File: src/rtl/umc_pkg.sv
// Package for the serial-port mode control and prescaler block.
// Assumes a single 250 MHz clock domain and word-wide register access.
package umc_pkg;
    localparam logic [7:0]  MODE_CTRL_OFFSET   = 8'h14;
    localparam logic [7:0]  GUARD_PSC_OFFSET   = 8'h18;
    localparam logic [31:0] MODE_CTRL_RESET    = 32'h0000_0000;
    localparam logic [31:0] GUARD_PSC_RESET    = 32'h0000_0000;
    localparam logic [31:0] MODE_CTRL_MASK     = 32'h0000_07FF;
    localparam logic [31:0] MODE_CTRL_RED_MASK = 32'h0000_00CF;
    localparam logic [31:0] GUARD_PSC_MASK     = 32'h0000_FFFF;
    localparam logic [31:0] GUARD_PSC_RED_MASK = 32'h0000_00FF;
    localparam int BIT_CTS_IRQ_EN   = 10;
    localparam int BIT_CTS_FLOW_EN  = 9;
    localparam int BIT_RTS_FLOW_EN  = 8;
    localparam int BIT_TX_DMA_EN    = 7;
    localparam int BIT_RX_DMA_EN    = 6;
    localparam int BIT_SMARTCARD_EN = 5;
    localparam int BIT_NACK_EN      = 4;
    localparam int BIT_HALF_DUPLEX  = 3;
    localparam int BIT_IR_LOW_POWER = 2;
    localparam int BIT_IR_EN        = 1;
    localparam int BIT_ERR_IRQ_EN   = 0;
    localparam int GUARD_LSB        = 8;
    localparam int PSC_LSB          = 0;
    localparam int SC_PSC_WIDTH     = 5;
    localparam logic [7:0] DIV_RESET = 8'h00;
endpackage

File: src/rtl/umc_clk_div.sv
// Clock divider producing a one-cycle tick every div clk cycles.
// Assumes div is stable while enabled; a value of zero stops the tick.
`timescale 1ns/10ps
module umc_clk_div #(
    parameter int W = 8
) (
    input  wire logic         clk,
    input  wire logic         nrst,
    input  wire logic         enable,
    input  wire logic [W-1:0] div,
    output logic              tick
);
    import umc_pkg::*;
    logic [W-1:0] count_ff;
    logic [W-1:0] nxt_count;
    logic         nxt_tick;
    wire          atEnd = (count_ff + W'(1)) >= div;

    assign nxt_count = (!enable || div == '0 || atEnd) ? '0 : count_ff + W'(1);
    assign nxt_tick  = enable && (div != '0) && atEnd;

    always_ff @(posedge clk or negedge nrst) begin
        if (!nrst) begin
            count_ff <= '0;
            tick     <= 1'b0;
        end else begin
            count_ff <= nxt_count;
            tick     <= nxt_tick;
        end
    end
endmodule

File: src/rtl/umc_mode_ctrl.sv
// Mode control and guard-time/prescaler registers of a serial port.
// Assumes the core supplies status flags, baud ticks and a word register port.
// What this block does
// - CTS-change flag raises interrupt when its enable bit 10 is set
// - Bit 9 switches CTS hardware flow control
// - Bit 8 switches RTS hardware flow control
// - Bit 7 clear blocks every transmit DMA request
// - Bit 6 clear blocks every receive DMA request
// - Bit 5 selects smartcard operation
// - Smartcard parity error sends NACK only when bit 4 set
// - Bit 3 selects half-duplex operation
// - Bit 2 selects infrared low-power sub-mode
// - Bit 1 enables infrared encoding
// - With receive DMA, error flags interrupt when bit 0 set
// - Reduced variant ignores CTS, RTS, smartcard, NACK and guard fields
// - Smartcard completion flag delayed by guard-time baud cycles
// - Low-power infrared clock is peripheral clock over 8-bit prescaler
// - Smartcard clock divides by twice the low five prescaler bits
`timescale 1ns/10ps
module umc_mode_ctrl #(
    parameter bit REDUCED = 1'b0
) (
    input  wire logic        clk,
    input  wire logic        nrst,
    input  wire logic [7:0]  regAddr,
    input  wire logic        regWrite,
    input  wire logic        regRead,
    input  wire logic [31:0] regWdata,
    output logic [31:0]      regRdata,
    input  wire logic        ctsChangeFlag,
    input  wire logic        framingErrorFlag,
    input  wire logic        overrunErrorFlag,
    input  wire logic        noiseErrorFlag,
    input  wire logic        txBufferEmpty,
    input  wire logic        rxDataWaiting,
    input  wire logic        rxParityError,
    input  wire logic        txFrameDone,
    input  wire logic        baudTick,
    output logic             ctsIrq,
    output logic             errorIrq,
    output logic             txDmaReq,
    output logic             rxDmaReq,
    output logic             ctsFlowEn,
    output logic             rtsFlowEn,
    output logic             smartcardMode,
    output logic             halfDuplexMode,
    output logic             irEnable,
    output logic             irLowPower,
    output logic             sendNack,
    output logic             transmissionCompleteFlag,
    output logic             irLowPowerTick,
    output logic             smartcardClk
);
    import umc_pkg::*;

    // Guard sequencer, one-hot
    typedef enum logic [1:0] {
        GD_IDLE = 2'b01,
        GD_WAIT = 2'b10
    } umc_guard_state_t;

    logic [31:0] modeCtrl_ff;
    logic [31:0] guardPsc_ff;
    logic [7:0]  guardCount_ff;
    umc_guard_state_t guardState_ff;
    logic        ctsPrev_ff;
    logic        errPrev_ff;
    logic        scClk_ff;
    logic [7:0]  nxt_guardCount;
    umc_guard_state_t nxt_guardState;
    logic        nxt_tc;
    logic        scTick;
    logic        irTick;

    // Address decode; registers are word wide only
    wire         selMode     = regAddr == MODE_CTRL_OFFSET;
    wire         selGuard    = regAddr == GUARD_PSC_OFFSET;
    // Reduced variant masks unsupported fields
    wire [31:0]  modeMask    = REDUCED ? MODE_CTRL_RED_MASK : MODE_CTRL_MASK;
    wire [31:0]  guardMask   = REDUCED ? GUARD_PSC_RED_MASK : GUARD_PSC_MASK;
    wire [31:0]  rdMux       = selMode ? modeCtrl_ff : (selGuard ? guardPsc_ff : 32'h0000_0000);

    wire         ctsIrqEn    = modeCtrl_ff[BIT_CTS_IRQ_EN];
    wire         cts_flow_enable       = modeCtrl_ff[BIT_CTS_FLOW_EN];
    wire         rts_flow_enable       = modeCtrl_ff[BIT_RTS_FLOW_EN];
    wire         txDmaEn     = modeCtrl_ff[BIT_TX_DMA_EN];
    wire         rxDmaEn     = modeCtrl_ff[BIT_RX_DMA_EN];
    wire         smartcard_enable        = modeCtrl_ff[BIT_SMARTCARD_EN];
    wire         nackEn      = modeCtrl_ff[BIT_NACK_EN];
    wire         half_duplex_enable        = modeCtrl_ff[BIT_HALF_DUPLEX];
    wire         infrared_low_power        = modeCtrl_ff[BIT_IR_LOW_POWER];
    wire         infrared_enable        = modeCtrl_ff[BIT_IR_EN];
    wire         errIrqEn    = modeCtrl_ff[BIT_ERR_IRQ_EN];
    wire [7:0]   guardTime   = guardPsc_ff[GUARD_LSB +: 8];
    wire [7:0]   clockPsc    = guardPsc_ff[PSC_LSB +: 8];
    // Smartcard divider counts half periods of the card clock
    wire [7:0]   scPsc       = {3'b000, clockPsc[SC_PSC_WIDTH-1:0]};
    wire         anyError    = framingErrorFlag | overrunErrorFlag | noiseErrorFlag;
    wire         ctsRise     = ctsChangeFlag & ~ctsPrev_ff;
    wire         errRise     = anyError & ~errPrev_ff;

    wire         guardStart  = txFrameDone & smartcard_enable & (guardTime != 8'h00);
    wire         guardWaiting = guardState_ff == GD_WAIT;
    wire         guardExpire = guardWaiting & baudTick & (guardCount_ff <= 8'h01);

    always_comb begin
        nxt_guardCount = guardCount_ff;
        nxt_guardState = guardState_ff;
        nxt_tc         = 1'b0;
        unique case (guardState_ff)
            GD_IDLE: begin
                if (guardStart) begin
                    nxt_guardCount = guardTime;
                    nxt_guardState = GD_WAIT;
                end
            end
            GD_WAIT: begin
                if (guardStart) begin
                    // A new frame end restarts the guard interval
                    nxt_guardCount = guardTime;
                end else if (guardExpire) begin
                    nxt_guardCount = 8'h00;
                    nxt_guardState = GD_IDLE;
                    nxt_tc         = 1'b1;
                end else if (baudTick) begin
                    nxt_guardCount = guardCount_ff - 8'h01;
                end
            end
            default: begin
                nxt_guardCount = DIV_RESET;
                nxt_guardState = GD_IDLE;
            end
        endcase
        if (txFrameDone && !guardStart) begin
            nxt_tc = 1'b1;
        end
    end

    umc_clk_div #(
        .W (8)
    ) u_ir_div (
        .clk    (clk),
        .nrst   (nrst),
        .enable (infrared_enable & infrared_low_power),
        .div    (clockPsc),
        .tick   (irTick)
    );

    umc_clk_div #(
        .W (8)
    ) u_sc_div (
        .clk    (clk),
        .nrst   (nrst),
        .enable (smartcard_enable),
        .div    (scPsc),
        .tick   (scTick)
    );

    always_ff @(posedge clk or negedge nrst) begin
        if (!nrst) begin
            modeCtrl_ff <= MODE_CTRL_RESET;
        end else if (regWrite && selMode) begin
            modeCtrl_ff <= regWdata & modeMask;
        end
    end

    // Guard field dropped on reduced variant
    always_ff @(posedge clk or negedge nrst) begin
        if (!nrst) begin
            guardPsc_ff <= GUARD_PSC_RESET;
        end else if (regWrite && selGuard) begin
            guardPsc_ff <= regWdata & guardMask;
        end
    end

    always_ff @(posedge clk or negedge nrst) begin
        if (!nrst) begin
            regRdata <= 32'h0000_0000;
        end else begin
            regRdata <= regRead ? rdMux : 32'h0000_0000;
        end
    end

    always_ff @(posedge clk or negedge nrst) begin
        if (!nrst) begin
            guardState_ff <= GD_IDLE;
        end else begin
            guardState_ff <= nxt_guardState;
        end
    end

    always_ff @(posedge clk or negedge nrst) begin
        if (!nrst) begin
            guardCount_ff <= DIV_RESET;
        end else begin
            guardCount_ff <= nxt_guardCount;
        end
    end

    always_ff @(posedge clk or negedge nrst) begin
        if (!nrst) begin
            transmissionCompleteFlag <= 1'b0;
        end else begin
            transmissionCompleteFlag <= nxt_tc;
        end
    end

    always_ff @(posedge clk or negedge nrst) begin
        if (!nrst) begin
            ctsPrev_ff <= 1'b0;
            ctsIrq     <= 1'b0;
        end else begin
            ctsPrev_ff <= ctsChangeFlag;
            ctsIrq     <= ctsRise & ctsIrqEn;
        end
    end

    always_ff @(posedge clk or negedge nrst) begin
        if (!nrst) begin
            errPrev_ff <= 1'b0;
            errorIrq   <= 1'b0;
        end else begin
            errPrev_ff <= anyError;
            errorIrq   <= errRise & errIrqEn & rxDmaEn;
        end
    end

    always_ff @(posedge clk or negedge nrst) begin
        if (!nrst) begin
            txDmaReq <= 1'b0;
        end else begin
            txDmaReq <= txDmaEn & txBufferEmpty;
        end
    end

    always_ff @(posedge clk or negedge nrst) begin
        if (!nrst) begin
            rxDmaReq <= 1'b0;
        end else begin
            rxDmaReq <= rxDmaEn & rxDataWaiting;
        end
    end

    always_ff @(posedge clk or negedge nrst) begin
        if (!nrst) begin
            ctsFlowEn <= 1'b0;
        end else begin
            ctsFlowEn <= cts_flow_enable;
        end
    end

    always_ff @(posedge clk or negedge nrst) begin
        if (!nrst) begin
            rtsFlowEn <= 1'b0;
        end else begin
            rtsFlowEn <= rts_flow_enable;
        end
    end

    always_ff @(posedge clk or negedge nrst) begin
        if (!nrst) begin
            smartcardMode <= 1'b0;
        end else begin
            smartcardMode <= smartcard_enable;
        end
    end

    always_ff @(posedge clk or negedge nrst) begin
        if (!nrst) begin
            halfDuplexMode <= 1'b0;
        end else begin
            halfDuplexMode <= half_duplex_enable;
        end
    end

    always_ff @(posedge clk or negedge nrst) begin
        if (!nrst) begin
            irEnable <= 1'b0;
        end else begin
            irEnable <= infrared_enable;
        end
    end

    always_ff @(posedge clk or negedge nrst) begin
        if (!nrst) begin
            irLowPower <= 1'b0;
        end else begin
            irLowPower <= infrared_low_power;
        end
    end

    always_ff @(posedge clk or negedge nrst) begin
        if (!nrst) begin
            sendNack <= 1'b0;
        end else begin
            sendNack <= smartcard_enable & nackEn & rxParityError;
        end
    end

    always_ff @(posedge clk or negedge nrst) begin
        if (!nrst) begin
            irLowPowerTick <= 1'b0;
        end else begin
            irLowPowerTick <= irTick;
        end
    end

    // Toggle per half period doubles the divide factor
    always_ff @(posedge clk or negedge nrst) begin
        if (!nrst) begin
            scClk_ff <= 1'b0;
        end else begin
            scClk_ff <= smartcard_enable ? (scClk_ff ^ scTick) : 1'b0;
        end
    end

    always_ff @(posedge clk or negedge nrst) begin
        if (!nrst) begin
            smartcardClk <= 1'b0;
        end else begin
            smartcardClk <= scClk_ff;
        end
    end
endmodule

File: config.mk
export PLATFORM = sky130hd
export DESIGN_NAME = umc_mode_ctrl
export DESIGN_NICKNAME = d
export VERILOG_FILES = /design/src/rtl/umc_pkg.sv /design/src/rtl/umc_clk_div.sv /design/src/rtl/umc_mode_ctrl.sv
export SDC_FILE = /design/constraint.sdc
export NUM_CORES = 1
export LEC_CHECK = 0
export ABC_AREA = 1
export BUFFER_PORTS_ARGS = -buffer_cell sky130_fd_sc_hd__buf_2
export CAP_MARGIN = 0
export CORE_ASPECT_RATIO = 1.2
export CORE_MARGIN = 5
export CORE_UTILIZATION = 52
export DETAILED_ROUTE_END_ITERATION = 12
export PLACE_DENSITY_LB_ADDON = 0.2
export SYNTH_ARGS = -nofsm -noshare
export SYNTH_HDL_FRONTEND = slang
export SYNTH_HIERARCHICAL = 1
export SYNTH_SLANG_ARGS = --single-unit
File: constraint.sdc
create_clock -name clk -period 2.58 [get_ports clk]
set_input_delay 0 -clock clk [delete_from_list [all_inputs] [get_ports clk]]
set_output_delay 0 -clock clk [all_outputs]
set_load 0.05 [all_outputs]
==> results.json, run 1 <==
{
  "status": "completed",
  "grtUsageTotal_pct": 19.5,
  "rr_endpoint": "u_ir_div/count_ff[3]",
  "via_count": 3650,
  "period_needed_ps": 2170,
  "grt_overflow": 0,
  "clk_pin_slew_ps": 90,
  "pin_count": 99,
  "root_buffer": "clkbuf_8",
  "antenna_found_initial": 0,
  "max_freq_mhz": 460,
  "yosysWarnings": 6,
  "wirelength_mm": 9.59,
  "grt_max_degree": 89,
  "postCtsSetupBuffers": 0,
  "hold_viol": 0,
  "dp.final_hpwl_mm": 6.75,
  "grt_pass1_vias": 3540,
  "fillers": 775,
  "finalCritPeriodShare_pct": 84.3,
  "place_congestion": 0.866,
  "whs_path_depth": 3,
  "cts_tree": "yes",
  "final_nets": 719,
  "path_class": "flip-flop to flip-flop",
  "maxCapViolCount": 0,
  "drc": 0,
  "ff2ff_path_depth": 10,
  "p_leak_nw": 3.09,
  "min_to": "modeCtrl_ff[9]",
  "hp-class": "input pin to flip-flop",
  "hp-start": "regWrite",
  "post_cts_resized": 0,
  "powerDensity_nw_per_um2": 617,
  "endpoint_kind": "flip-flop",
  "diodes": 0,
  "dieArea_um2": 10600,
  "final_cell_mix": "nand2_1, dfrtp_1, inv_1",
  "grt_pass1_wl_mm": 16.4,
  "cts_buffers": 9,
  "start_util_pct": 52.9,
  "dpl_worst_slack_ps": 438,
  "tightest_slew_ps": 1090,
  "final_common_cell": "nand2_1",
  "synth_seq_cells": 88,
  "power_w": 0.00328,
  "worst_r2r_startpoint": "u_ir_div/count_ff[0]",
  "port-buffer-count": 66,
  "drt_first_pass_iters": 4,
  "area_growth_pct": 18.0,
  "drive_above_1_share_pct": 15.1,
  "setup-violations-final": 0,
  "wl_per_cell_um": 12.5,
  "die_y_um": 112,
  "synth.distinct_cells": 33,
  "skew_ps": 7.61,
  "clock_sinks": 88,
  "rows": 37,
  "ant_nets": 0,
  "rsz0062_at_grt": "no",
  "clk_latency_ps": 350,
  "synthCells": 544,
  "core_um2": 8520,
  "cts_max_level": 3,
  "vias_per_cell": 4.77,
  "die_w_um": 95.0,
  "cts_buffer_depth": 2,
  "ys_seq_area_share_pct": 48.9,
  "fin_ws_ps": 406,
  "crit_fanout": 8,
  "reg2reg_setup_slack_ps": 410,
  "fin_setup_tns_ps": 0,
  "drt_iter0_drc": 168,
  "vdd_drop_max_uv": 339,
  "syn_area_per_cell_um2": 8.29,
  "worstPathRequired_ps": 2860,
  "syn_area_um2": 4510,
  "crit_path_start_kind": "flip-flop",
  "critical_path_arrival_ps": 2460,
  "slew_headroom_pct": 27.6,
  "drv_slew": 0
}
==> layer usage <==
| layer | global-route usage, % | vias up | part of all wire, % |
|---|---|---|---|
| li1 | - | 1846 | - |
| met3 | 3.62 | 17 | 4.9 |
| met5 | 0 | - | 0 |
| met1 | 25.6 | 1685 | 45 |
| met4 | 8.37 | 0 | 1.9 |
| met2 | 31.4 | 102 | 48 |
==> where the power goes <==
group | total, W | internal [W] | leakage (nW) | switching [W]
Clock | 0.000832 | 0.000345 | 0.0858 | 0.000487
Combinational | 0.000872 | 0.000294 | 1.87 | 0.000578
Sequential | 0.00158 | 0.00149 | 1.13 | 0.0000878
Total | 0.00328 | 0.00213 | 3.09 | 0.00115
==> cells in the mapped netlist (all sizes together) <==
master,number,share of area (%)
a21boi,4,0.67
o21ai,30,3.6
a21o,2,0.33
nand3,52,6.2
buf,26,4.4
or3,1,0.14
clkbuf,1,0.083
ha,22,6.1
inv,83,6.9
nor4,2,0.75
a21oi,4,0.44
nor3,6,0.67
xor2,10,1.9
conb,1,0.083
nand2,146,12
nor2,54,4.7
dfstp,1,0.58
clkinv,1,0.083
nand4,1,0.14
nand3b,4,0.67
o21a,2,0.33
and2,2,0.28
and3,2,0.28
dfrtp,87,48
==> final cells by class <==
| type | count | area, um2 | area share (%) |
|---|---|---|---|
| multi-input cells | 365 | 1860 | 35.0 |
| well taps | 117 | 146 | 2.75 |
| clock inverters | 6 | 36.3 | 0.682 |
| repair buffers | 96 | 628 | 11.8 |
| inverters | 84 | 315 | 5.93 |
| clock buffers | 10 | 128 | 2.40 |
| flip-flops and latches | 88 | 2200 | 41.4 |
==> worst max-delay path, stage by stage (launching register included) <==
cell      delay [ps]
dfrtp_1          420
ha_1             220
nand3_2          100
nand3b_1         190
xor2_1           260
inv_1             80
ha_1             280
nand2_1           80
o21a_1           170
nand3_2          170
nor2_1           130
==> through the flow <==
step / hold WS, ps / instances / instance area [um2] / utilization [%]
6_report: 31.5 / 766 / 5320 / 62.5
3_3_place_gp: 125 / 722 / 4880 / 57.2
2_1_floorplan: -296 / 564 / 4580 / -
5_1_grt: 23.5 / 766 / 5320 / 62.5
4_1_cts: 11.2 / 766 / 5320 / 62.5
3_5_place_dp: 132 / 722 / 4880 / 57.2
==> registers in the layout, indices dropped and copies added (netlist names), 2 cells and up <==
signal             cells
modeCtrl_ff           11
u_sc_div/count_ff      8
guardPsc_ff           16
regRdata              16
u_ir_div/count_ff      8
guardState_ff          2
guardCount_ff          8
==> worst max-delay path by stage <==
stage                     slack [ps]                    to            startpoint
after global routing             230  u_ir_div/count_ff[3]  u_ir_div/count_ff[0]
final                            410  u_ir_div/count_ff[3]  u_ir_div/count_ff[0]
after floorplan                  710  u_ir_div/count_ff[3]  u_ir_div/count_ff[0]
after global placement           550  u_ir_div/count_ff[3]  u_ir_div/count_ff[0]
after detailed placement         440  u_ir_div/count_ff[5]  u_ir_div/count_ff[0]
after CTS                        410  u_ir_div/count_ff[3]  u_ir_div/count_ff[0]
==> kinds of logic (layout without fill, tap and decap cells) <==
group / Yosys count / count (layout) / share of synthesized area [%]
xor+xnor: 10 / 10 / 1.94
buf+inv: 111 / 196 / 11.5
fa+ha+maj: 22 / 22 / 6.10
other cells: 1 / 21 / 0.0832
simple gates: 270 / 270 / 26.2
flops: 88 / 88 / 48.9
compound gates: 42 / 42 / 5.36
==> repair_timing <==
| item | in CTS | in global routing |
|---|---|---|
| hold endpoints to repair | 123 | 0 |
| setup endpoints to repair | 0 | 0 |
| hold buffers | 28 | 0 |
(Power assumes the default switching activity.)
==> inputs of run 2 (changes only) <==
--- a/config.mk
+++ b/config.mk
@@ -5,7 +5,7 @@
 export SDC_FILE = /design/constraint.sdc
 export NUM_CORES = 1
 export LEC_CHECK = 0
-export ABC_AREA = 1
+export ABC_AREA = 0
 export BUFFER_PORTS_ARGS = -buffer_cell sky130_fd_sc_hd__buf_2
 export CAP_MARGIN = 0
 export CORE_ASPECT_RATIO = 1.2
==> constraint.sdc (replaced) <==
create_clock -name clk -period 2.1 [get_ports clk]
set_input_delay 0 -clock clk [delete_from_list [all_inputs] [get_ports clk]]
set_output_delay 0 -clock clk [all_outputs]
set_load 0.05 [all_outputs]
==> run 2 against run 1 <==
Hold slack got worse by 8.0 ps; largest cell class unchanged; clock skew rose by 3.4 ps; combinational power fell by 32%; utilization rose by 5.6 points; wire length fell by 3.3%; critical path depth fell by 1; sequential power rose by 13%; highest routed layer unchanged; flip-flop and latch count did not move; die area fell by 4.0%; count of clock-buffer cells in the layout did not move; the run now ends with negative setup slack left; critical endpoint is now u_ir_div/count_ff[7].
==> results.json, run 2 <==
{
  "reg_top3": "guardPsc_ff x16, regRdata x16, modeCtrl_ff x11",
  "dp.final_hpwl_mm": 6.41,
  "grtUsageMet2_pct": 32.5,
  "vdd_drop_max_uv": 364,
  "period_needed_ps": 2210,
  "tightest_slew_ps": 642,
  "synthCells": 357,
  "clockPowerShare_pct": 34.1,
  "pin_count": 99,
  "yosysWarnings": 6,
  "die_w_um": 93.1,
  "port-buffer-count": 66,
  "ys_seq_area_share_pct": 51.1,
  "slew_headroom_pct": 57.1,
  "seq_area_um2": 2200,
  "maxCapViolCount": 0,
  "drive_above_1_share_pct": 37.3,
  "ant_nets": 0,
  "grt_use_met3_pct": 3.56,
  "dieArea_um2": 10200,
  "p_int_w": 0.00259,
  "multiInputGateArea_um2": 2110,
  "powerDensity_nw_per_um2": 655,
  "p_leak_nw": 2.85,
  "cts_buffers": 9,
  "fillers": 617,
  "grt_overflow": 0,
  "holdWs_ps": 23.5,
  "grtUsageTotal_pct": 18.8,
  "async_flop_share_pct": 100,
  "clk_latency_ps": 360,
  "grt_max_degree": 38,
  "via_count": 3075,
  "synth_ff_type": "dfrtp_1",
  "path_class": "flip-flop to flip-flop",
  "skew_ps": 11.0,
  "drt_iter0_drc": 101,
  "rsz0062_at_grt": "yes",
  "final_nets": 558,
  "yosys-top-cells-area": "dfrtp_1, mux2_2, ha_1",
  "diodes": 0,
  "dpl_worst_slack_ps": -141,
  "synth_most_common_cell": "dfrtp_1",
  "grt_most_used_layer": "met2",
  "antenna_found_initial": 0,
  "max_stage_delay_ps": 430,
  "clk_pin_slew_ps": 90,
  "core_um2": 8110,
  "drc": 0,
  "failed_checks": "negative setup slack",
  "worstPathRequired_ps": 2400,
  "finalCritPeriodShare_pct": 105,
  "hold_viol": 0,
  "crit_chain": "ha_2 > and3_4 > xor2_2 > ha_2 > or4_4 > a21oi_4 > o31ai_4 > buf_6 > and3b_1",
  "place_congestion": 0.842,
  "root_buffer": "clkbuf_8",
  "start_util_pct": 53.2,
  "crit_fanout": 5,
  "max_freq_mhz": 453,
  "wl_per_cell_um": 15.9,
  "fin_ws_ps": -108,
  "setup-violations-final": 9,
  "fin_setup_tns_ps": -501,
  "synth_top_area_share_pct": 50.5,
  "synth_edf_count": 0,
  "critical_path_arrival_ps": 2510,
  "hp-class": "input pin to flip-flop",
  "rows": 36,
  "synth_top_cells_by_count": "dfrtp_1, mux2_2, ha_1",
  "clock_sinks": 88,
  "final_cell_mix": "dfrtp_1, buf_2, mux2_2",
  "power_w": 0.00361,
  "p_comb_share_pct": 16.3,
  "cts_buffer_depth": 2,
  "synth.distinct_cells": 59,
  "syn_area_per_cell_um2": 12.1,
  "syn_area_um2": 4310,
  "slowest_stage": "or4_4",
  "status": "complete, but fails checks",
  "vias_per_cell": 5.27,
  "path_common_cell": "ha_2",
  "crit_path_start_kind": "flip-flop",
  "wirelength_mm": 9.27,
  "synth_top_area_cell": "dfrtp_1",
  "grt_pass1_wl_mm": 14.8,
  "final_common_cell": "dfrtp_1",
  "p_sw_share_pct": 28.3,
  "cts_tree": "yes",
  "grt_pass1_vias": 3102,
  "gr-usage-met1_pct": 22.7,
  "seq_power_share_pct": 49.6,
  "cts_max_level": 3,
  "synth_seq_cells": 88,
  "p_switching_w": 0.00102,
  "drt_first_pass_iters": 4,
  "area_growth_pct": 28.0,
  "die_y_um": 110,
  "drv_slew": 0,
  "endpoint_kind": "flip-flop"
}
## run 2: critical path: cells and delay by family, from the launching register on
kind            cells  cell delay [ps]
compound gates      2              250
simple gates        3              800
flops               1              410
xor+xnor            1              150
fa+ha+maj           2              400
buf+inv             1              140
## run 2: logic make-up after synthesis
logic type / after synthesis / synth area share [%]
other: 1 / 0.0870
XOR/XNOR: 14 / 2.84
AO/OA/AOI/OAI: 51 / 11.2
buffers and inverters: 44 / 5.57
flip-flops: 88 / 51.1
multiplexers: 29 / 7.52
AND/OR/NAND/NOR: 108 / 15.3
adder cells (fa/ha/maj): 22 / 6.39
## run 2: layer usage
metal	up-vias	routed length, um	share of wire (%)
met1	1503	3880	42
met3	23	341	3.7
met2	60	4800	52
met5	-	0	0
met4	0	253	2.7
li1	1489	-	-
## run 2: area by class of cell
cell class / count / area share (%)
Sequential cell: 88 / 40.0
Tap cell: 95 / 2.16
Timing Repair Buffer: 116 / 14.4
Clock buffer: 10 / 2.50
Multi-Input combinational cell: 247 / 38.3
Inverter: 21 / 1.43
Clock inverter: 6 / 1.32
## run 2: path summary, 6_finish.rpt
path	startpoint	end	slack, ps	depth (start not counted)
worst max-delay path	u_ir_div/count_ff[1]	u_ir_div/count_ff[7]	-110	9
worst min-delay path	baudTick	transmissionCompleteFlag	20	4
worst max register to register	u_ir_div/count_ff[1]	u_ir_div/count_ff[7]	-110	9
worst min register to register	u_ir_div/tick	irLowPowerTick	350	0
max in group asynchronous	nrst	modeCtrl_ff[7]	1350	3
min in group asynchronous	nrst	guardCount_ff[7]	130	2
## run 2: power by group through the flow
stage	sequential, W	combinational [W]	clock, W
finish	0.00179	0.000589	0.00123
global route	0.00180	0.000646	0.00134
CTS	0.00179	0.000552	0.00126
detailed placement	0.00182	0.000500	0
global placement	0.00182	0.000488	0
floorplan	0.00184	0.000347	0
## run 2: per-stage QoR
stage	instance area [um2]	utilization [%]	cells
6_report	5520	68.0	583
5_1_grt	5520	68.0	583
2_1_floorplan	4390	-	378
3_3_place_gp	4800	59.3	531
4_1_cts	5390	66.5	580
3_5_place_dp	4800	59.3	531
## run 2: timing repair
action	in CTS	in global routing
hold endpoints to repair	104	0
cloned	1	1
pin swaps	12	13
buffers inserted	5	3
gates resized for setup	12	20
hold buffers	27	0
setup endpoints to repair	14	25
==> inputs of run 3 (changes only) <==
--- a/config.mk
+++ b/config.mk
@@ -8,7 +8,6 @@
 export ABC_AREA = 0
 export BUFFER_PORTS_ARGS = -buffer_cell sky130_fd_sc_hd__buf_2
 export CAP_MARGIN = 0
-export CORE_ASPECT_RATIO = 1.2
 export CORE_MARGIN = 5
 export CORE_UTILIZATION = 52
 export DETAILED_ROUTE_END_ITERATION = 12
==> run 3 against run 2 <==
The run still ends with negative setup slack left; non-clock buffer count is 4 higher; total power up 2.3%; hold slack got worse by 0.51 ps; die area hardly changed; final cell count up 2.4%; cell area rose by 0.82%; sequential share of layout area decreased by 0.32 points.
==> results.json, run 3 (same netlist as run 2, synthesis figures left out) <==
{
  "ant_nets": 0,
  "cts_buffers": 9,
  "grtUsageTotal_pct": 19.8,
  "final_cell_mix": "dfrtp_1, buf_2, mux2_2, dlygate4sd3_1, buf_4",
  "max_freq_mhz": 457,
  "max_stage_delay_ps": 370,
  "via_count": 3152,
  "slew_headroom_pct": 61.6,
  "path_depth": 10,
  "drc": 0,
  "period_needed_ps": 2190,
  "vdd_drop_max_uv": 310,
  "rsz0062_at_grt": "yes",
  "dieArea_um2": 10200,
  "fillers": 602,
  "tightest_slew_ps": 576,
  "p_leak_nw": 2.86,
  "final_common_cell": "dfrtp_1",
  "startpoint": "u_sc_div/count_ff[0]",
  "slowest_stage": "dfrtp_1",
  "drive_above_1_share_pct": 37.2,
  "clk_latency_ps": 360,
  "worstPathRequired_ps": 2380,
  "crit_fanout": 6,
  "setup-violations-final": 11,
  "crit_chain": "ha_2 > and3_4 > nand3_4 > xnor2_2 > ha_1 > a21o_1 > a21oi_4 > o31ai_4 > buf_6 > nor3b_2",
  "path_class": "flip-flop to flip-flop",
  "dp.final_hpwl_mm": 6.71,
  "pin_count": 99,
  "drv_slew": 0,
  "die_w_um": 101,
  "drt_first_pass_iters": 4,
  "wl_per_cell_um": 16.2,
  "finalCritPeriodShare_pct": 104,
  "root_buffer": "clkbuf_8",
  "cts_max_level": 3,
  "status": "complete, but fails checks",
  "power_w": 0.00369,
  "start_util_pct": 53.0,
  "hp-start": "baudTick",
  "post-route-cell-area_um2": 5560,
  "path_delay_family": "adder cells",
  "wirelength_mm": 9.68,
  "port-buffer-count": 66,
  "area_growth_pct": 29.0,
  "maxCapViolCount": 0,
  "antenna_found_initial": 0,
  "die_y_um": 101,
  "fin_ws_ps": -87.7,
  "grt_pass1_wl_mm": 15.7,
  "failed_checks": "negative setup slack",
  "final_nets": 562,
  "crit_path_start_kind": "flip-flop",
  "grt_overflow": 0,
  "powerDensity_nw_per_um2": 664,
  "worst_r2r_startpoint": "u_sc_div/count_ff[0]",
  "clock_sinks": 88,
  "grt_pass1_vias": 3270,
  "rows": 33,
  "vias_per_cell": 5.28,
  "drt_iter0_drc": 90,
  "critical_path_arrival_ps": 2470,
  "skew_ps": 5.98,
  "cts_buffer_depth": 2,
  "core_um2": 8130,
  "fin_cells": 597,
  "reg_top3": "guardPsc_ff x16, regRdata x16, modeCtrl_ff x11",
  "grt_max_degree": 45,
  "clk_pin_slew_ps": 90,
  "postLayoutCoreUtil_pct": 68.4,
  "place_inst": 544,
  "placed_cell_area_um2": 4840,
  "hold_viol": 0,
  "dpl_worst_slack_ps": -153,
  "whs_path_depth": 4,
  "place_congestion": 0.827,
  "cts_tree": "yes",
  "endpoint_kind": "flip-flop",
  "path_buf_inv": 1,
  "ff2ff_path_depth": 10,
  "diodes": 0,
  "hp-class": "input pin to flip-flop"
}
## run 3: cell types whose count changed in the layout (fill, tap and decap cells not counted), sizes merged
cell         before  now
inv              25   24
clkbuf           10    9
clkinvlp          0    2
clkinv            1    0
bufinv            1    2
buf              90   93
dlygate4sd3      26   27
## run 3: timing repair
action | 4_1_cts | 5_1_grt
resized for setup | 15 | 14
hold buffers | 27 | 0
pin swaps | 11 | 13
endpoints found under the setup margin | 14 | 20
cloned | 1 | 0
endpoints found under the hold margin | 76 | 0
setup buffers | 8 | 1
## run 3: final timing paths
kind | to | slack (ps)
min in group asynchronous | guardCount_ff[4] | 150
worst min-delay path | transmissionCompleteFlag | 20
max in group asynchronous | guardState_ff[0] | 1330
worst min register to register | irLowPowerTick | 370
worst max-delay path | u_sc_div/count_ff[0] | -90
worst max register to register | u_sc_div/count_ff[0] | -90
## run 3: stage by stage
stage	hold slack, ps	setup TNS (ps)
2_1_floorplan	-296	0
3_3_place_gp	21.2	-76.4
3_5_place_dp	28.6	-1040
4_1_cts	5.45	-201
5_1_grt	33.9	-2040
6_report	23.0	-489
## run 3: where the power goes
group	leakage [nW]	switching (W)	internal (W)
clock	0.107	0.000636	0.000682
sequential	1.21	0.0000446	0.00175
combinational	1.54	0.000334	0.000250
total	2.86	0.00101	0.00268
## run 3: area by class of cell
| cell class | instances | area (um2) | share of cell area (%) |
|---|---|---|---|
| Timing Repair Buffer | 120 | 826 | 14.9 |
| Inverter | 21 | 78.8 | 1.42 |
| Multi-Input combinational cell | 247 | 2100 | 37.7 |
| Clock inverter | 7 | 101 | 1.82 |
| Sequential cell | 88 | 2200 | 39.6 |
| Tap cell | 105 | 131 | 2.36 |
| Clock buffer | 9 | 124 | 2.23 |
## run 3: layer usage
| metal | GRT usage [%] | vias up | part of all wire, % |
|---|---|---|---|
| li1 | - | 1492 | - |
| met1 | 25.7 | 1547 | 43 |
| met2 | 32.2 | 93 | 49 |
| met3 | 4.29 | 20 | 5.7 |
| met4 | 7.87 | 0 | 2.1 |
| met5 | 0 | - | 0 |
## run 3: worst min-delay path, cell delays in order
cell,delay [ps]
buf_2,110
nand2_1,50
nor2_1,80
o21a_1,110
